==> config.mk <==
export PLATFORM = sky130hd
export DESIGN_NAME = psl_link
export DESIGN_NICKNAME = d
export VERILOG_FILES = /design/src/rtl/psl_pkg.sv /design/src/rtl/psl_link.sv /design/src/rtl/psl_fifo.sv
export SDC_FILE = /design/constraint.sdc
export NUM_CORES = 1
export LEC_CHECK = 0
export ABC_AREA = 1
export BUFFER_PORTS_ARGS = -buffer_cell sky130_fd_sc_hd__buf_2
export CAP_MARGIN = 5
export CORE_MARGIN = 8
export CORE_UTILIZATION = 40
export DETAILED_ROUTE_END_ITERATION = 6
export RECOVER_POWER = 100
export SYNTH_ARGS = -nofsm -noshare
export SYNTH_HDL_FRONTEND = slang
export SYNTH_SLANG_ARGS = --single-unit
export TNS_END_PERCENT = 1
==> constraint.sdc <==
create_clock -name clk_sys -period 17 [get_ports clk_sys]
set_input_delay 1.7 -clock clk_sys [delete_from_list [all_inputs] [get_ports clk_sys]]
set_output_delay 1.7 -clock clk_sys [all_outputs]
set_load 0.02 [all_outputs]
==> src/rtl/psl_pkg.sv <==
// shared constants, carriers and bit mapping for the serial link block
// assumes one 100 MHz system clock; link pins are asynchronous to it

package psl_pkg;

  // ****************************************
  // sizes and timing
  // ****************************************
  localparam int WORD_BITS = 28;
  localparam int LANES = 4;
  localparam int SLOTS = 7;
  localparam int FCLK_HIGH_SLOTS = 4;
  localparam int FIFO_DEPTH = 16;
  localparam int SYS_CLK_HZ = 100_000_000;
  localparam int LOCK_TIME_MS = 10;
  localparam int LOCK_CYCLES_DEFAULT = LOCK_TIME_MS * (SYS_CLK_HZ / 1000);
  localparam int LOCK_W = 21;
  localparam int BIT_SYS_CYCLES = 2;
  localparam int SLOT_W = 3;
  localparam int PHASE_W = 4;
  localparam int IDLE_W = 6;
  localparam logic [SLOT_W-1:0] LAST_SLOT = 3'h6;
  localparam logic [SLOT_W-1:0] FIRST_SLOT = 3'h0;
  localparam logic [LANES-1:0] LANES_IDLE = 4'h0;
  localparam logic [WORD_BITS-1:0] WORD_RESET = 28'h000_0000;

  // ****************************************
  // types
  // ****************************************
  typedef enum logic [1:0] {
    PSL_TX_OFF = 2'b00,
    PSL_TX_LOCK = 2'b01,
    PSL_TX_RUN = 2'b10
  } psl_tx_state_e;

  // one sample of the five link pairs, true side only
  typedef struct packed {
    logic forwarded_clock;
    logic [LANES-1:0] serial_lane;
  } psl_link_s;

  // ****************************************
  // lane mapping, identical at both ends
  // ****************************************
  function automatic int psl_bit_index(input int lane, input int slot);
    psl_bit_index = lane * SLOTS + slot;
  endfunction

  function automatic logic [LANES-1:0] psl_lane_bits(input logic [WORD_BITS-1:0] word,
                                                     input logic [SLOT_W-1:0] slot);
    logic [LANES-1:0] bits;
    bits = LANES_IDLE;
    for (int l = 0; l < LANES; l++)
    begin
      bits[l] = word[psl_bit_index(l, int'(slot))];
    end
    psl_lane_bits = bits;
  endfunction

  function automatic logic [WORD_BITS-1:0] psl_place_bits(input logic [WORD_BITS-1:0] word,
                                                          input logic [LANES-1:0] bits,
                                                          input logic [SLOT_W-1:0] slot);
    logic [WORD_BITS-1:0] w;
    w = word;
    for (int l = 0; l < LANES; l++)
    begin
      w[psl_bit_index(l, int'(slot))] = bits[l];
    end
    psl_place_bits = w;
  endfunction

endpackage

==> src/rtl/psl_link.sv <==
// serializer and deserializer ends of a 28-bit, four-lane parallel link
// assumes pins are asynchronous to clk_sys; the link clocks are sampled, not used as clocks

`timescale 1ns/1ps

module psl_link #(
  parameter int LOCK_CYCLES = psl_pkg::LOCK_CYCLES_DEFAULT,
  parameter int BIT_CYCLES = psl_pkg::BIT_SYS_CYCLES
) (
  input wire logic clk_sys,
  input wire logic reset,
  input wire logic parallel_strobe_clock_in,
  input wire logic [psl_pkg::WORD_BITS-1:0] parallel_word_in,
  input wire logic tx_low_power_request_n,
  output logic [psl_pkg::LANES-1:0] serial_lane_out,
  output logic serial_lane_oe,
  output logic forwarded_clock_out,
  output logic forwarded_clock_oe,
  output logic tx_word_ready,
  input wire logic forwarded_clock_in,
  input wire logic [psl_pkg::LANES-1:0] serial_lane_in,
  input wire logic rx_low_power_request_n,
  output logic [psl_pkg::WORD_BITS-1:0] parallel_word_out,
  output logic parallel_strobe_clock_out
);
  import psl_pkg::*;

  localparam logic [PHASE_W-1:0] BIT_LAST = PHASE_W'(BIT_CYCLES - 1);
  localparam logic [PHASE_W-1:0] SAMPLE_PHASE = PHASE_W'(BIT_CYCLES / 2);
  localparam logic [LOCK_W-1:0] LOCK_LAST = LOCK_W'(LOCK_CYCLES - 1);
  localparam logic [IDLE_W-1:0] IDLE_LIMIT = IDLE_W'(2 * SLOTS * BIT_CYCLES);
  // the edge cycle is already phase 0 of slot 0, so the count resumes one phase on
  localparam logic [PHASE_W-1:0] EDGE_NEXT_PHASE = PHASE_W'(1);

  // ****************************************
  // input synchronisers
  // ****************************************
  logic strobe_s1, strobe_s2, strobe_s3;
  logic [WORD_BITS-1:0] word_s1, word_s2;
  logic tx_pd_s1, tx_pd_s2, rx_pd_s1, rx_pd_s2;
  psl_link_s link_s1, link_s2;
  logic fclk_s3;

  // data and strobe pass equal stages, so the word lines up with the edge
  always_ff @(posedge clk_sys or posedge reset)
  begin
    if (reset)
    begin
      strobe_s1 <= 1'b0;
      strobe_s2 <= 1'b0;
      strobe_s3 <= 1'b0;
      word_s1 <= WORD_RESET;
      word_s2 <= WORD_RESET;
      tx_pd_s1 <= 1'b0;
      tx_pd_s2 <= 1'b0;
      rx_pd_s1 <= 1'b0;
      rx_pd_s2 <= 1'b0;
      link_s1 <= '0;
      link_s2 <= '0;
      fclk_s3 <= 1'b0;
    end
    else
    begin
      strobe_s1 <= parallel_strobe_clock_in;
      strobe_s2 <= strobe_s1;
      strobe_s3 <= strobe_s2;
      word_s1 <= parallel_word_in;
      word_s2 <= word_s1;
      tx_pd_s1 <= tx_low_power_request_n;
      tx_pd_s2 <= tx_pd_s1;
      rx_pd_s1 <= rx_low_power_request_n;
      rx_pd_s2 <= rx_pd_s1;
      link_s1 <= '{forwarded_clock: forwarded_clock_in, serial_lane: serial_lane_in};
      link_s2 <= link_s1;
      fclk_s3 <= link_s2.forwarded_clock;
    end
  end

  // ****************************************
  // transmit: capture and buffering
  // ****************************************
  psl_tx_state_e tx_state;
  logic strobe_rise;
  logic cap_valid;
  logic [WORD_BITS-1:0] cap_word;
  logic fifo_in_ready, fifo_out_valid, fifo_out_ready;
  logic [WORD_BITS-1:0] fifo_out_data;

  assign strobe_rise = strobe_s2 && !strobe_s3;

  // words are only taken while the link is running, so no stale frames queue up
  always_ff @(posedge clk_sys or posedge reset)
  begin
    if (reset)
    begin
      cap_valid <= 1'b0;
      cap_word <= WORD_RESET;
    end
    else
    begin
      cap_valid <= strobe_rise && (tx_state == PSL_TX_RUN);
      if (strobe_rise)
        cap_word <= word_s2;
    end
  end

  psl_fifo #(
    .WIDTH(WORD_BITS),
    .DEPTH(FIFO_DEPTH)
  ) psl_fifo_i (
    .clk_sys(clk_sys),
    .reset(reset),
    .in_valid(cap_valid),
    .in_ready(fifo_in_ready),
    .in_data(cap_word),
    .out_valid(fifo_out_valid),
    .out_ready(fifo_out_ready),
    .out_data(fifo_out_data)
  );

  // full buffer shows to the source; a word offered while low is dropped
  always_ff @(posedge clk_sys or posedge reset)
  begin
    if (reset)
      tx_word_ready <= 1'b0;
    else
      tx_word_ready <= fifo_in_ready;
  end

  // ****************************************
  // transmit: power-down and lock
  // ****************************************
  logic [LOCK_W-1:0] lock_cnt;

  always_ff @(posedge clk_sys or posedge reset)
  begin
    if (reset)
    begin
      tx_state <= PSL_TX_OFF;
      lock_cnt <= '0;
    end
    else if (!tx_pd_s2)
    begin
      tx_state <= PSL_TX_OFF;
      lock_cnt <= '0;
    end
    else
    begin
      case (tx_state)
        PSL_TX_OFF:
          tx_state <= PSL_TX_LOCK;
        PSL_TX_LOCK:
        begin
          lock_cnt <= LOCK_W'(lock_cnt + 1'b1);
          if (lock_cnt == LOCK_LAST)
            tx_state <= PSL_TX_RUN;
        end
        PSL_TX_RUN:
          tx_state <= PSL_TX_RUN;
        default:
          tx_state <= PSL_TX_OFF;
      endcase
    end
  end

  // drivers float while power-down is held low
  always_ff @(posedge clk_sys or posedge reset)
  begin
    if (reset)
    begin
      serial_lane_oe <= 1'b0;
      forwarded_clock_oe <= 1'b0;
    end
    else
    begin
      serial_lane_oe <= tx_pd_s2;
      forwarded_clock_oe <= tx_pd_s2;
    end
  end

  // ****************************************
  // transmit: serializer
  // ****************************************
  logic [PHASE_W-1:0] tx_div;
  logic [SLOT_W-1:0] tx_slot;
  logic tx_active;
  logic [WORD_BITS-1:0] tx_frame;
  logic tx_bit_start;
  logic tx_frame_end;

  assign tx_bit_start = (tx_state == PSL_TX_RUN) && (tx_div == '0);
  assign tx_frame_end = !tx_active || (tx_slot == LAST_SLOT);
  assign fifo_out_ready = tx_bit_start && tx_frame_end;

  // one frame is seven bit slots; an empty buffer stops the clock low
  always_ff @(posedge clk_sys or posedge reset)
  begin
    if (reset)
    begin
      tx_div <= '0;
      tx_slot <= FIRST_SLOT;
      tx_active <= 1'b0;
      tx_frame <= WORD_RESET;
      serial_lane_out <= LANES_IDLE;
      forwarded_clock_out <= 1'b0;
    end
    else if (tx_state != PSL_TX_RUN)
    begin
      tx_div <= '0;
      tx_slot <= FIRST_SLOT;
      tx_active <= 1'b0;
      serial_lane_out <= LANES_IDLE;
      forwarded_clock_out <= 1'b0;
    end
    else if (tx_bit_start)
    begin
      tx_div <= BIT_LAST;
      if (!tx_frame_end)
      begin
        tx_slot <= SLOT_W'(tx_slot + 1'b1);
        serial_lane_out <= psl_lane_bits(tx_frame, SLOT_W'(tx_slot + 1'b1));
        forwarded_clock_out <= (int'(tx_slot) + 1 < FCLK_HIGH_SLOTS);
      end
      else if (fifo_out_valid)
      begin
        tx_active <= 1'b1;
        tx_slot <= FIRST_SLOT;
        tx_frame <= fifo_out_data;
        serial_lane_out <= psl_lane_bits(fifo_out_data, FIRST_SLOT);
        forwarded_clock_out <= 1'b1;
      end
      else
      begin
        tx_active <= 1'b0;
        serial_lane_out <= LANES_IDLE;
        forwarded_clock_out <= 1'b0;
      end
    end
    else
      tx_div <= PHASE_W'(tx_div - 1'b1);
  end

  // ****************************************
  // receive: deserializer
  // ****************************************
  logic fclk_rise;
  logic rx_busy;
  logic [PHASE_W-1:0] rx_phase;
  logic [SLOT_W-1:0] rx_slot;
  logic [WORD_BITS-1:0] rx_word;
  logic rx_done;

  assign fclk_rise = link_s2.forwarded_clock && !fclk_s3;

  // sample mid-bit; a frame that never completes leaves the outputs alone
  always_ff @(posedge clk_sys or posedge reset)
  begin
    if (reset)
    begin
      rx_busy <= 1'b0;
      rx_phase <= '0;
      rx_slot <= FIRST_SLOT;
      rx_word <= WORD_RESET;
      rx_done <= 1'b0;
    end
    else
    begin
      rx_done <= 1'b0;
      if (fclk_rise)
      begin
        rx_busy <= 1'b1;
        rx_phase <= EDGE_NEXT_PHASE;
        rx_slot <= FIRST_SLOT;
      end
      else if (rx_busy)
      begin
        if (rx_phase == SAMPLE_PHASE)
        begin
          rx_word <= psl_place_bits(rx_word, link_s2.serial_lane, rx_slot);
          if (rx_slot == LAST_SLOT)
          begin
            rx_busy <= 1'b0;
            rx_done <= 1'b1;
          end
        end
        if (rx_phase == BIT_LAST)
        begin
          rx_phase <= '0;
          rx_slot <= SLOT_W'(rx_slot + 1'b1);
        end
        else
          rx_phase <= PHASE_W'(rx_phase + 1'b1);
      end
    end
  end

  // ****************************************
  // receive: outputs and strobe
  // ****************************************
  logic rx_update;

  // the word output changes only on a completed frame outside power-down
  always_ff @(posedge clk_sys or posedge reset)
  begin
    if (reset)
    begin
      parallel_word_out <= WORD_RESET;
      rx_update <= 1'b0;
    end
    else
    begin
      rx_update <= rx_done && rx_pd_s2;
      if (rx_done && rx_pd_s2)
        parallel_word_out <= rx_word;
    end
  end

  // rises one cycle after the word settles, falls at the next frame start
  always_ff @(posedge clk_sys or posedge reset)
  begin
    if (reset)
      parallel_strobe_clock_out <= 1'b0;
    else if (rx_update)
      parallel_strobe_clock_out <= 1'b1;
    else if (fclk_rise || !rx_pd_s2)
      parallel_strobe_clock_out <= 1'b0;
  end

  // ****************************************
  // checks
  // ****************************************
  logic [IDLE_W-1:0] rx_idle_cnt;

  // cycles since the last forwarded clock edge, saturating
  always_ff @(posedge clk_sys or posedge reset)
  begin
    if (reset)
      rx_idle_cnt <= '0;
    else if (fclk_rise)
      rx_idle_cnt <= '0;
    else if (rx_idle_cnt != IDLE_LIMIT)
      rx_idle_cnt <= IDLE_W'(rx_idle_cnt + 1'b1);
  end

  property p_capture;
    @(posedge clk_sys) disable iff (reset)
    strobe_rise |=> (cap_word == $past(word_s2)) && (cap_valid == ($past(tx_state) == PSL_TX_RUN));
  endproperty
  a_capture: assert property (p_capture) else $error("word not captured on strobe edge");

  property p_fclk_shape;
    @(posedge clk_sys) disable iff (reset)
    $rose(forwarded_clock_out) && (BIT_CYCLES == 2) |-> forwarded_clock_out [*8] ##1 !forwarded_clock_out;
  endproperty
  a_fclk_shape: assert property (p_fclk_shape) else $error("forwarded clock high time wrong");

  property p_tristate;
    @(posedge clk_sys) disable iff (reset)
    !tx_pd_s2 |=> !serial_lane_oe && !forwarded_clock_oe;
  endproperty
  a_tristate: assert property (p_tristate) else $error("drivers enabled in power-down");

  property p_lock_quiet;
    @(posedge clk_sys) disable iff (reset)
    (tx_state != PSL_TX_RUN) |=> !forwarded_clock_out && (serial_lane_out == LANES_IDLE);
  endproperty
  a_lock_quiet: assert property (p_lock_quiet) else $error("link toggles before lock");

  property p_lock_time;
    @(posedge clk_sys) disable iff (reset)
    $rose(tx_state == PSL_TX_RUN) |-> $past(lock_cnt) == LOCK_LAST;
  endproperty
  a_lock_time: assert property (p_lock_time) else $error("lock time not honoured");

  property p_lane_map;
    @(posedge clk_sys) disable iff (reset)
    tx_active && (tx_state == PSL_TX_RUN) |-> serial_lane_out == psl_lane_bits(tx_frame, tx_slot);
  endproperty
  a_lane_map: assert property (p_lane_map) else $error("lane bits do not follow mapping");

  property p_rx_word;
    @(posedge clk_sys) disable iff (reset)
    rx_done && rx_pd_s2 |=> (parallel_word_out == $past(rx_word)) ##1 $rose(parallel_strobe_clock_out);
  endproperty
  a_rx_word: assert property (p_rx_word) else $error("rebuilt word or strobe late");

  property p_strobe_valid;
    @(posedge clk_sys) disable iff (reset)
    $rose(parallel_strobe_clock_out) |-> $stable(parallel_word_out) && $past(rx_update);
  endproperty
  a_strobe_valid: assert property (p_strobe_valid) else $error("strobe rose without new word");

  property p_pd_freeze;
    @(posedge clk_sys) disable iff (reset)
    !rx_pd_s2 |=> $stable(parallel_word_out);
  endproperty
  a_pd_freeze: assert property (p_pd_freeze) else $error("outputs moved in power-down");

  property p_clock_loss;
    @(posedge clk_sys) disable iff (reset)
    (rx_idle_cnt == IDLE_LIMIT) && rx_pd_s2 |=> $stable(parallel_word_out) && $stable(parallel_strobe_clock_out);
  endproperty
  a_clock_loss: assert property (p_clock_loss) else $error("outputs moved after clock loss");

endmodule

==> src/rtl/psl_fifo.sv <==
// word fifo with a registered read stage
// assumes one clock and an asynchronous active-high reset

`timescale 1ns/1ps

module psl_fifo #(
  parameter int WIDTH = 28,
  parameter int DEPTH = 16
) (
  input wire logic clk_sys,
  input wire logic reset,
  input wire logic in_valid,
  output logic in_ready,
  input wire logic [WIDTH-1:0] in_data,
  output logic out_valid,
  input wire logic out_ready,
  output logic [WIDTH-1:0] out_data
);

  localparam int PW = $clog2(DEPTH);
  localparam logic [PW:0] FULL_COUNT = (PW+1)'(DEPTH);
  localparam logic [PW:0] ZERO_COUNT = '0;

  logic [WIDTH-1:0] mem [DEPTH];
  logic [PW-1:0] wr_ptr;
  logic [PW-1:0] rd_ptr;
  logic [PW:0] mem_count;
  logic do_wr;
  logic do_rd;

  // ****************************************
  // handshakes
  // ****************************************
  // full and empty are honest: ready drops only when the array is full
  assign in_ready = (mem_count != FULL_COUNT);
  assign do_wr = in_valid && in_ready;
  assign do_rd = (mem_count != ZERO_COUNT) && (!out_valid || out_ready);

  // storage array, data only, no reset needed
  always_ff @(posedge clk_sys)
  begin
    if (do_wr)
      mem[wr_ptr] <= in_data;
  end

  // pointers and fill level
  always_ff @(posedge clk_sys or posedge reset)
  begin
    if (reset)
    begin
      wr_ptr <= '0;
      rd_ptr <= '0;
      mem_count <= '0;
    end
    else
    begin
      if (do_wr)
        wr_ptr <= PW'(wr_ptr + 1'b1);
      if (do_rd)
        rd_ptr <= PW'(rd_ptr + 1'b1);
      mem_count <= (PW+1)'(mem_count + {{PW{1'b0}}, do_wr} - {{PW{1'b0}}, do_rd});
    end
  end

  // registered read stage
  always_ff @(posedge clk_sys or posedge reset)
  begin
    if (reset)
    begin
      out_valid <= 1'b0;
      out_data <= '0;
    end
    else if (do_rd)
    begin
      out_valid <= 1'b1;
      out_data <= mem[rd_ptr];
    end
    else if (out_ready)
      out_valid <= 1'b0;
  end

endmodule

After elaboration in Yosys (flattened, before gate mapping) --
Memory sizes are Yosys's and may differ from the RTL's. A register that Yosys moved wholly into a read port is not among the register bits. Index checks and enable logic that the tools add are counted.
Operators by class: equality and inequality tests 11, muxes and demuxes 65, $add $sub $neg 16, reductions and logical operators 34, bitwise gates (word level) 2, magnitude comparators 13
Operator list (number):
- 28-bit bitwise mux | 4
- 21-bit 2-to-1 mux | 2
- 4-bit 2-to-1 mux | 9
- 1-bit 2-to-1 mux | 32
- 21-bit by 1-bit adder with 21-bit output, second input constant | 1
- 21-bit by 20-bit == test with 1-bit output, second input constant | 1
- 3-bit 2-to-1 mux | 7
- 1-bit binary-select mux with 5-bit select | 3
- 1-bit demux with 5-bit select | 3
- 4-bit by 1-bit adder with 4-bit output, second input constant | 3
- 5-bit by 3-bit adder with 6-bit output, first input constant | 2
- 1-bit logical AND | 12
- 3-bit by 6-bit less-than comparator with 1-bit output, second input constant | 2
- 4-bit by 6-bit less-than comparator with 1-bit output, second input constant | 2
- 5-bit by 6-bit less-than comparator with 1-bit output, second input constant | 2
- 6-bit less-than comparator, second input constant | 2
- 2-bit nonzero test | 6
- 4-bit by 3-bit adder with 5-bit output, first input constant | 2
- 3-bit by 3-bit adder with 4-bit output, first input constant | 2
- 3-bit by 1-bit adder with 3-bit output, second input constant | 2
- 3-bit == test, second input constant | 2
- 6-bit by 1-bit >= comparator with 1-bit output, second input constant | 1
- 2-bit one-hot mux with 3 select lines | 1
- 2-bit AND reduction | 3
- other kinds (27) | 35
Word-level totals: memories kept 1, output and inout port bits 37, input port bits 38, register bits 250, logic and storage cells 180, bits in writable memories 448
Memories:
- psl_fifo_i.mem | depth 16, width 28, read ports 1, clocked after memory_dff 1, write ports 1, RTL line psl_fifo.sv:24 | logic [WIDTH-1:0] mem [DEPTH];

Longest topological paths before layout --
word-level depth 8, depth in mapped cells 16

Cells and area by module --
From an unflattened synthesis, not the netlist that was laid out.
Second synthesis, totals: cells, all modules 2781, area total of the unflattened synthesis 29737.3 µm²
By module, submodules not included:
- psl_fifo | instances 1, area each 19686.4 µm², cells an instance 1671
- psl_link | instances 1, area each 10050.9 µm², cells an instance 1110

Worst setup path before layout --
OpenSTA, ideal clock, no wires.
path kind register to register, start point register tx_slot[0], end point register psl_fifo_i.mem_count[4], arrival 2751 ps, period minus slack after synthesis 2879 ps, setup time 128 ps, slack 14121 ps, required time 16872 ps, stages on the path, launching flop included 17, cell sequence dfrtp_1 inv_2 buf_2 ha_1 nand2_1 nand2_1 nand2_2 a21oi_4 buf_2 ha_1 inv_1 ha_1 inv_1 fa_1 o21ai_0 a21oi_1 xor2_1
Between the ends: word-level cells in the longest chain between the ends 6
RTL lines:
- start: declaration | RTL line psl_link.sv:185 | logic [SLOT_W-1:0] tx_slot;
- start signal: assignment | RTL line psl_link.sv:220 | tx_slot <= SLOT_W'(tx_slot + 1'b1);
- 3-bit == test | RTL line psl_link.sv:192 | assign tx_frame_end = !tx_active || (tx_slot == LAST_SLOT);
- 1-bit logical OR | RTL line psl_link.sv:192
- 1-bit logical AND | RTL line psl_link.sv:193 | assign fifo_out_ready = tx_bit_start && tx_frame_end;
- 1-bit logical OR | RTL line psl_fifo.sv:37 | assign do_rd = (mem_count != ZERO_COUNT) && (!out_valid || out_ready);
- 1-bit logical AND | RTL line psl_fifo.sv:37
- via psl_fifo_i.do_rd | RTL line psl_fifo.sv:29 | logic do_rd;
- 5-bit by 1-bit subtractor with 5-bit output | RTL line psl_fifo.sv:61 | mem_count <= (PW+1)'(mem_count + {{PW{1'b0}}, do_wr} - {{PW{1'b0}}, do_rd});
- end signal: assignment | RTL line psl_fifo.sv:61
- end: declaration | RTL line psl_fifo.sv:27 | logic [PW:0] mem_count;
The timed path passes the listed nets, and every way through them passes these cells. A chain may end at the register's enable or synchronous reset.

==> impl_metrics.tcl <==
set metrics [dict create \
    status "complete, but fails checks" \
    violations "max-capacitance violations, max-slew violations" \
    path_clk_slew_ns 0.06 \
    wl_um 71700 \
    boundaryPins 75 \
    num_antenna_cells 0 \
    worst_slew_pin_slew_ns 6.34 \
    dp_hpwl_um 38900 \
    cts.sinks 726 \
    avgSynthCellArea_um2 10.9 \
    portBuffers 74 \
    synthCells 2714 \
    yosysTopAreaCell "edfxtp_1" \
    fin_crit_ns 8.66 \
    finalNetCount 2844 \
    cts_inserted_buffers 76 \
    vias 19700 \
    yosys_register_bits 726 \
    synth.net_count 2789 \
    rsz0062_at_grt "false" \
    fin_util_pct 45.4 \
    slew_violations 719 \
    grt_max_degree 160 \
    drc 0 \
    path_class "input pin to asynchronous set/reset pin" \
    r2r_cells 15 \
    cts_resized 0 \
    hold_class "register to register" \
    grt_pass1_wl_um 112000 \
    cts_buffer_depth 3 \
    root_buffer "clkbuf_16" \
    die_h_um 288 \
    p_per_area_nw_per_um2 160 \
    postCtsSetupBuffers 0 \
    rows 99 \
    syn2layout_area_growth_pct 12.3 \
    clk_latency_ns 0.61 \
    worstPathRequired_ns 16.79 \
    setup_violations 0 \
    drv_cap 20 \
    hold_buffers 0 \
    die_area_um2 82900 \
    r2r_slack_ns 10.96 \
    fmax_mhz 115 \
    power.leakage_nw 13.3 \
    viasPerCell 5.19 \
    setup.worst_path.start "reset" \
    initial_utilization_pct 40.4 \
    routedWlPerCell_um 18.9 \
    reg2reg_to "psl_fifo_i.mem_count[4]" \
    irDropWorstVdd_v 0.0000925 \
    finalCritPeriodShare_pct 51.0 \
    hold_violations 0 \
    gr-total-overflow 0 \
    antenna_found_initial 2 \
    startpoint_type "input pin" \
    fin_tns_setup_ns 0 \
    post_route_cells_drive_above_1_share_pct 7.21 \
    cts_tree "built" \
    synth.cell_area_um2 29600 \
    grt_pass1_vias 19400 \
    htree_levels 3 \
    worst_ep_arrival_time_ns 8.45 \
    fillers 6745 \
    ys_types 39 \
    fin_worst_skew_ns 0.0179 \
    place_congestion 0.849 \
    endpoint "cap_word[23]" \
    postRouteAntennaNets 0 \
    grt_util_all_layers_pct 17.3 \
    ys_warn_count 0 \
    end_kind "asynchronous set/reset pin" \
    max-slew-margin-rel_pct -325 \
    path_max_fanout 133 \
    reg2reg_from "tx_slot[0]" \
    synth_area_leaders "edfxtp_1 (46%), dfrtp_1 (24%), nand2_1 (11%), nand3_1 (5.8%), o21ai_0 (2.0%)" \
    seq_area_frac_synth_pct 69.0 \
    core_um2 73100 \
    synth_top_area_share_pct 45.5 \
    drt_iter0_drc 1797 \
    first_pass_iters 6 \
    die_w_um 288 \
]
critical path, cell delays in order:
cell and delay (ns):
buf_2 0.10, clkinvlp_2 3.50, clkbuf_1 3.00
how the worst min path moves through the flow:
stage	to	cells after the start	slack (ns)	from
finish	word_s2[0]	0	0.35	word_s1[0]
global route	tx_pd_s2	0	0.35	tx_pd_s1
CTS	tx_pd_s2	0	0.35	tx_pd_s1
detailed placement	word_s2[8]	0	0.33	word_s1[8]
global placement	word_s2[17]	0	0.33	word_s1[17]
floorplan	link_s2[0]	0	0.33	link_s1[0]
synth_stat cells (all sizes together):
library cell	count
nand2	866
edfxtp	448
nand3	342
dfrtp	278
inv	149
nor2	145
o21ai	119
buf	87
a21oi	73
clkbuf	40
ha	36
a31oi	28
mux2	28
nand4	15
o22ai	14
nor3	11
xor2	10
a21boi	8
clkinv	3
xnor2	3
nand2b	2
o31ai	2
a21o	1
a31o	1
a41oi	1
fa	1
mux2i	1
nor4	1
or2	1
logic make-up (layout without fill, tap and decap cells):
logic type / after synthesis / count (layout) / synth area share (%)
flip-flops: 726 / 726 / 69.0
adder cells (fa/ha/maj): 37 / 37 / 1.59
XOR/XNOR: 13 / 13 / 0.385
multiplexers: 29 / 29 / 1.10
AND/OR/NAND/NOR: 1383 / 1383 / 19.3
buffers and inverters: 279 / 396 / 4.05
AO/OA/AOI/OAI: 247 / 247 / 4.52
flip-flops by register name, summed over array words and instances, names as in the netlist, 5 cells and up:
| signal | count |
|---|---|
| word_s1 | 28 |
| psl_fifo_i.mem_count | 5 |
| word_s2 | 28 |
| lock_cnt | 21 |
| link_s1 | 5 |
| psl_fifo_i.out_data | 28 |
| link_s2 | 5 |
| cap_word | 28 |
| rx_word | 28 |
| psl_fifo_i.mem | 448 |
| tx_frame | 28 |
| parallel_word_out | 28 |
through the flow:
step | std cells | worst slack, ns | hold slack (ns) | area [µm²] | total power [W]
floorplan | 2714 | 7.63 | 0.331 | 29600 | 0.00326
global placement | 3650 | 13.12 | 0.333 | 30900 | 0.00362
detailed placement | 3650 | 13.09 | 0.335 | 30900 | 0.00366
CTS | 3790 | 13.07 | 0.347 | 33400 | 0.00534
global route | 3790 | 6.62 | 0.351 | 33200 | 0.00561
finish | 3790 | 8.34 | 0.347 | 33200 | 0.00530
metal layers:
metal	GRT usage (%)	wire (µm)	share of wire, %
met3	2.63	4770	6.7
met2	28.2	33800	47
met4	5.54	1570	2.2
met1	23.6	31600	44
met5	0	27	0.038
report_power, final:
| group | internal [W] | switching, W |
|---|---|---|
| Sequential | 0.00207 | 0.000202 |
| Combinational | 0.000415 | 0.000938 |
| Clock | 0.000995 | 0.000680 |
| Total | 0.00348 | 0.00182 |
layout by cell type (no fill, tap or decap), drive strengths merged:
master	synthesis	final
dfrtp	278	278
a31oi	28	28
nor3	11	11
a31o	1	1
xnor2	3	3
bufinv	0	8
o31ai	2	2
nor4	1	1
nand4	15	15
clkinvlp	0	2
nand2	866	866
clkbuf	40	161
buf	87	44
clkinv	3	30
o21ai	119	119
a21o	1	1
nor2	145	145
mux2	28	28
fa	1	1
inv	149	151
xor2	10	10
nand3	342	342
nand2b	2	2
a21boi	8	8
edfxtp	448	448
ha	36	36
mux2i	1	1
or2	1	1
a21oi	73	73
a41oi	1	1
o22ai	14	14
area by class of cell:
type | count | area [µm²] | area share [%]
Clock buffer | 101 | 2100 | 6.33
Clock inverter | 39 | 424 | 1.28
Inverter | 152 | 581 | 1.75
Multi-Input combinational cell | 1709 | 7990 | 24.1
Sequential cell | 726 | 20400 | 61.5
Tap cell | 959 | 1200 | 3.62
Timing Repair Buffer | 104 | 473 | 1.43
Power figures use the tool's default switching activity.
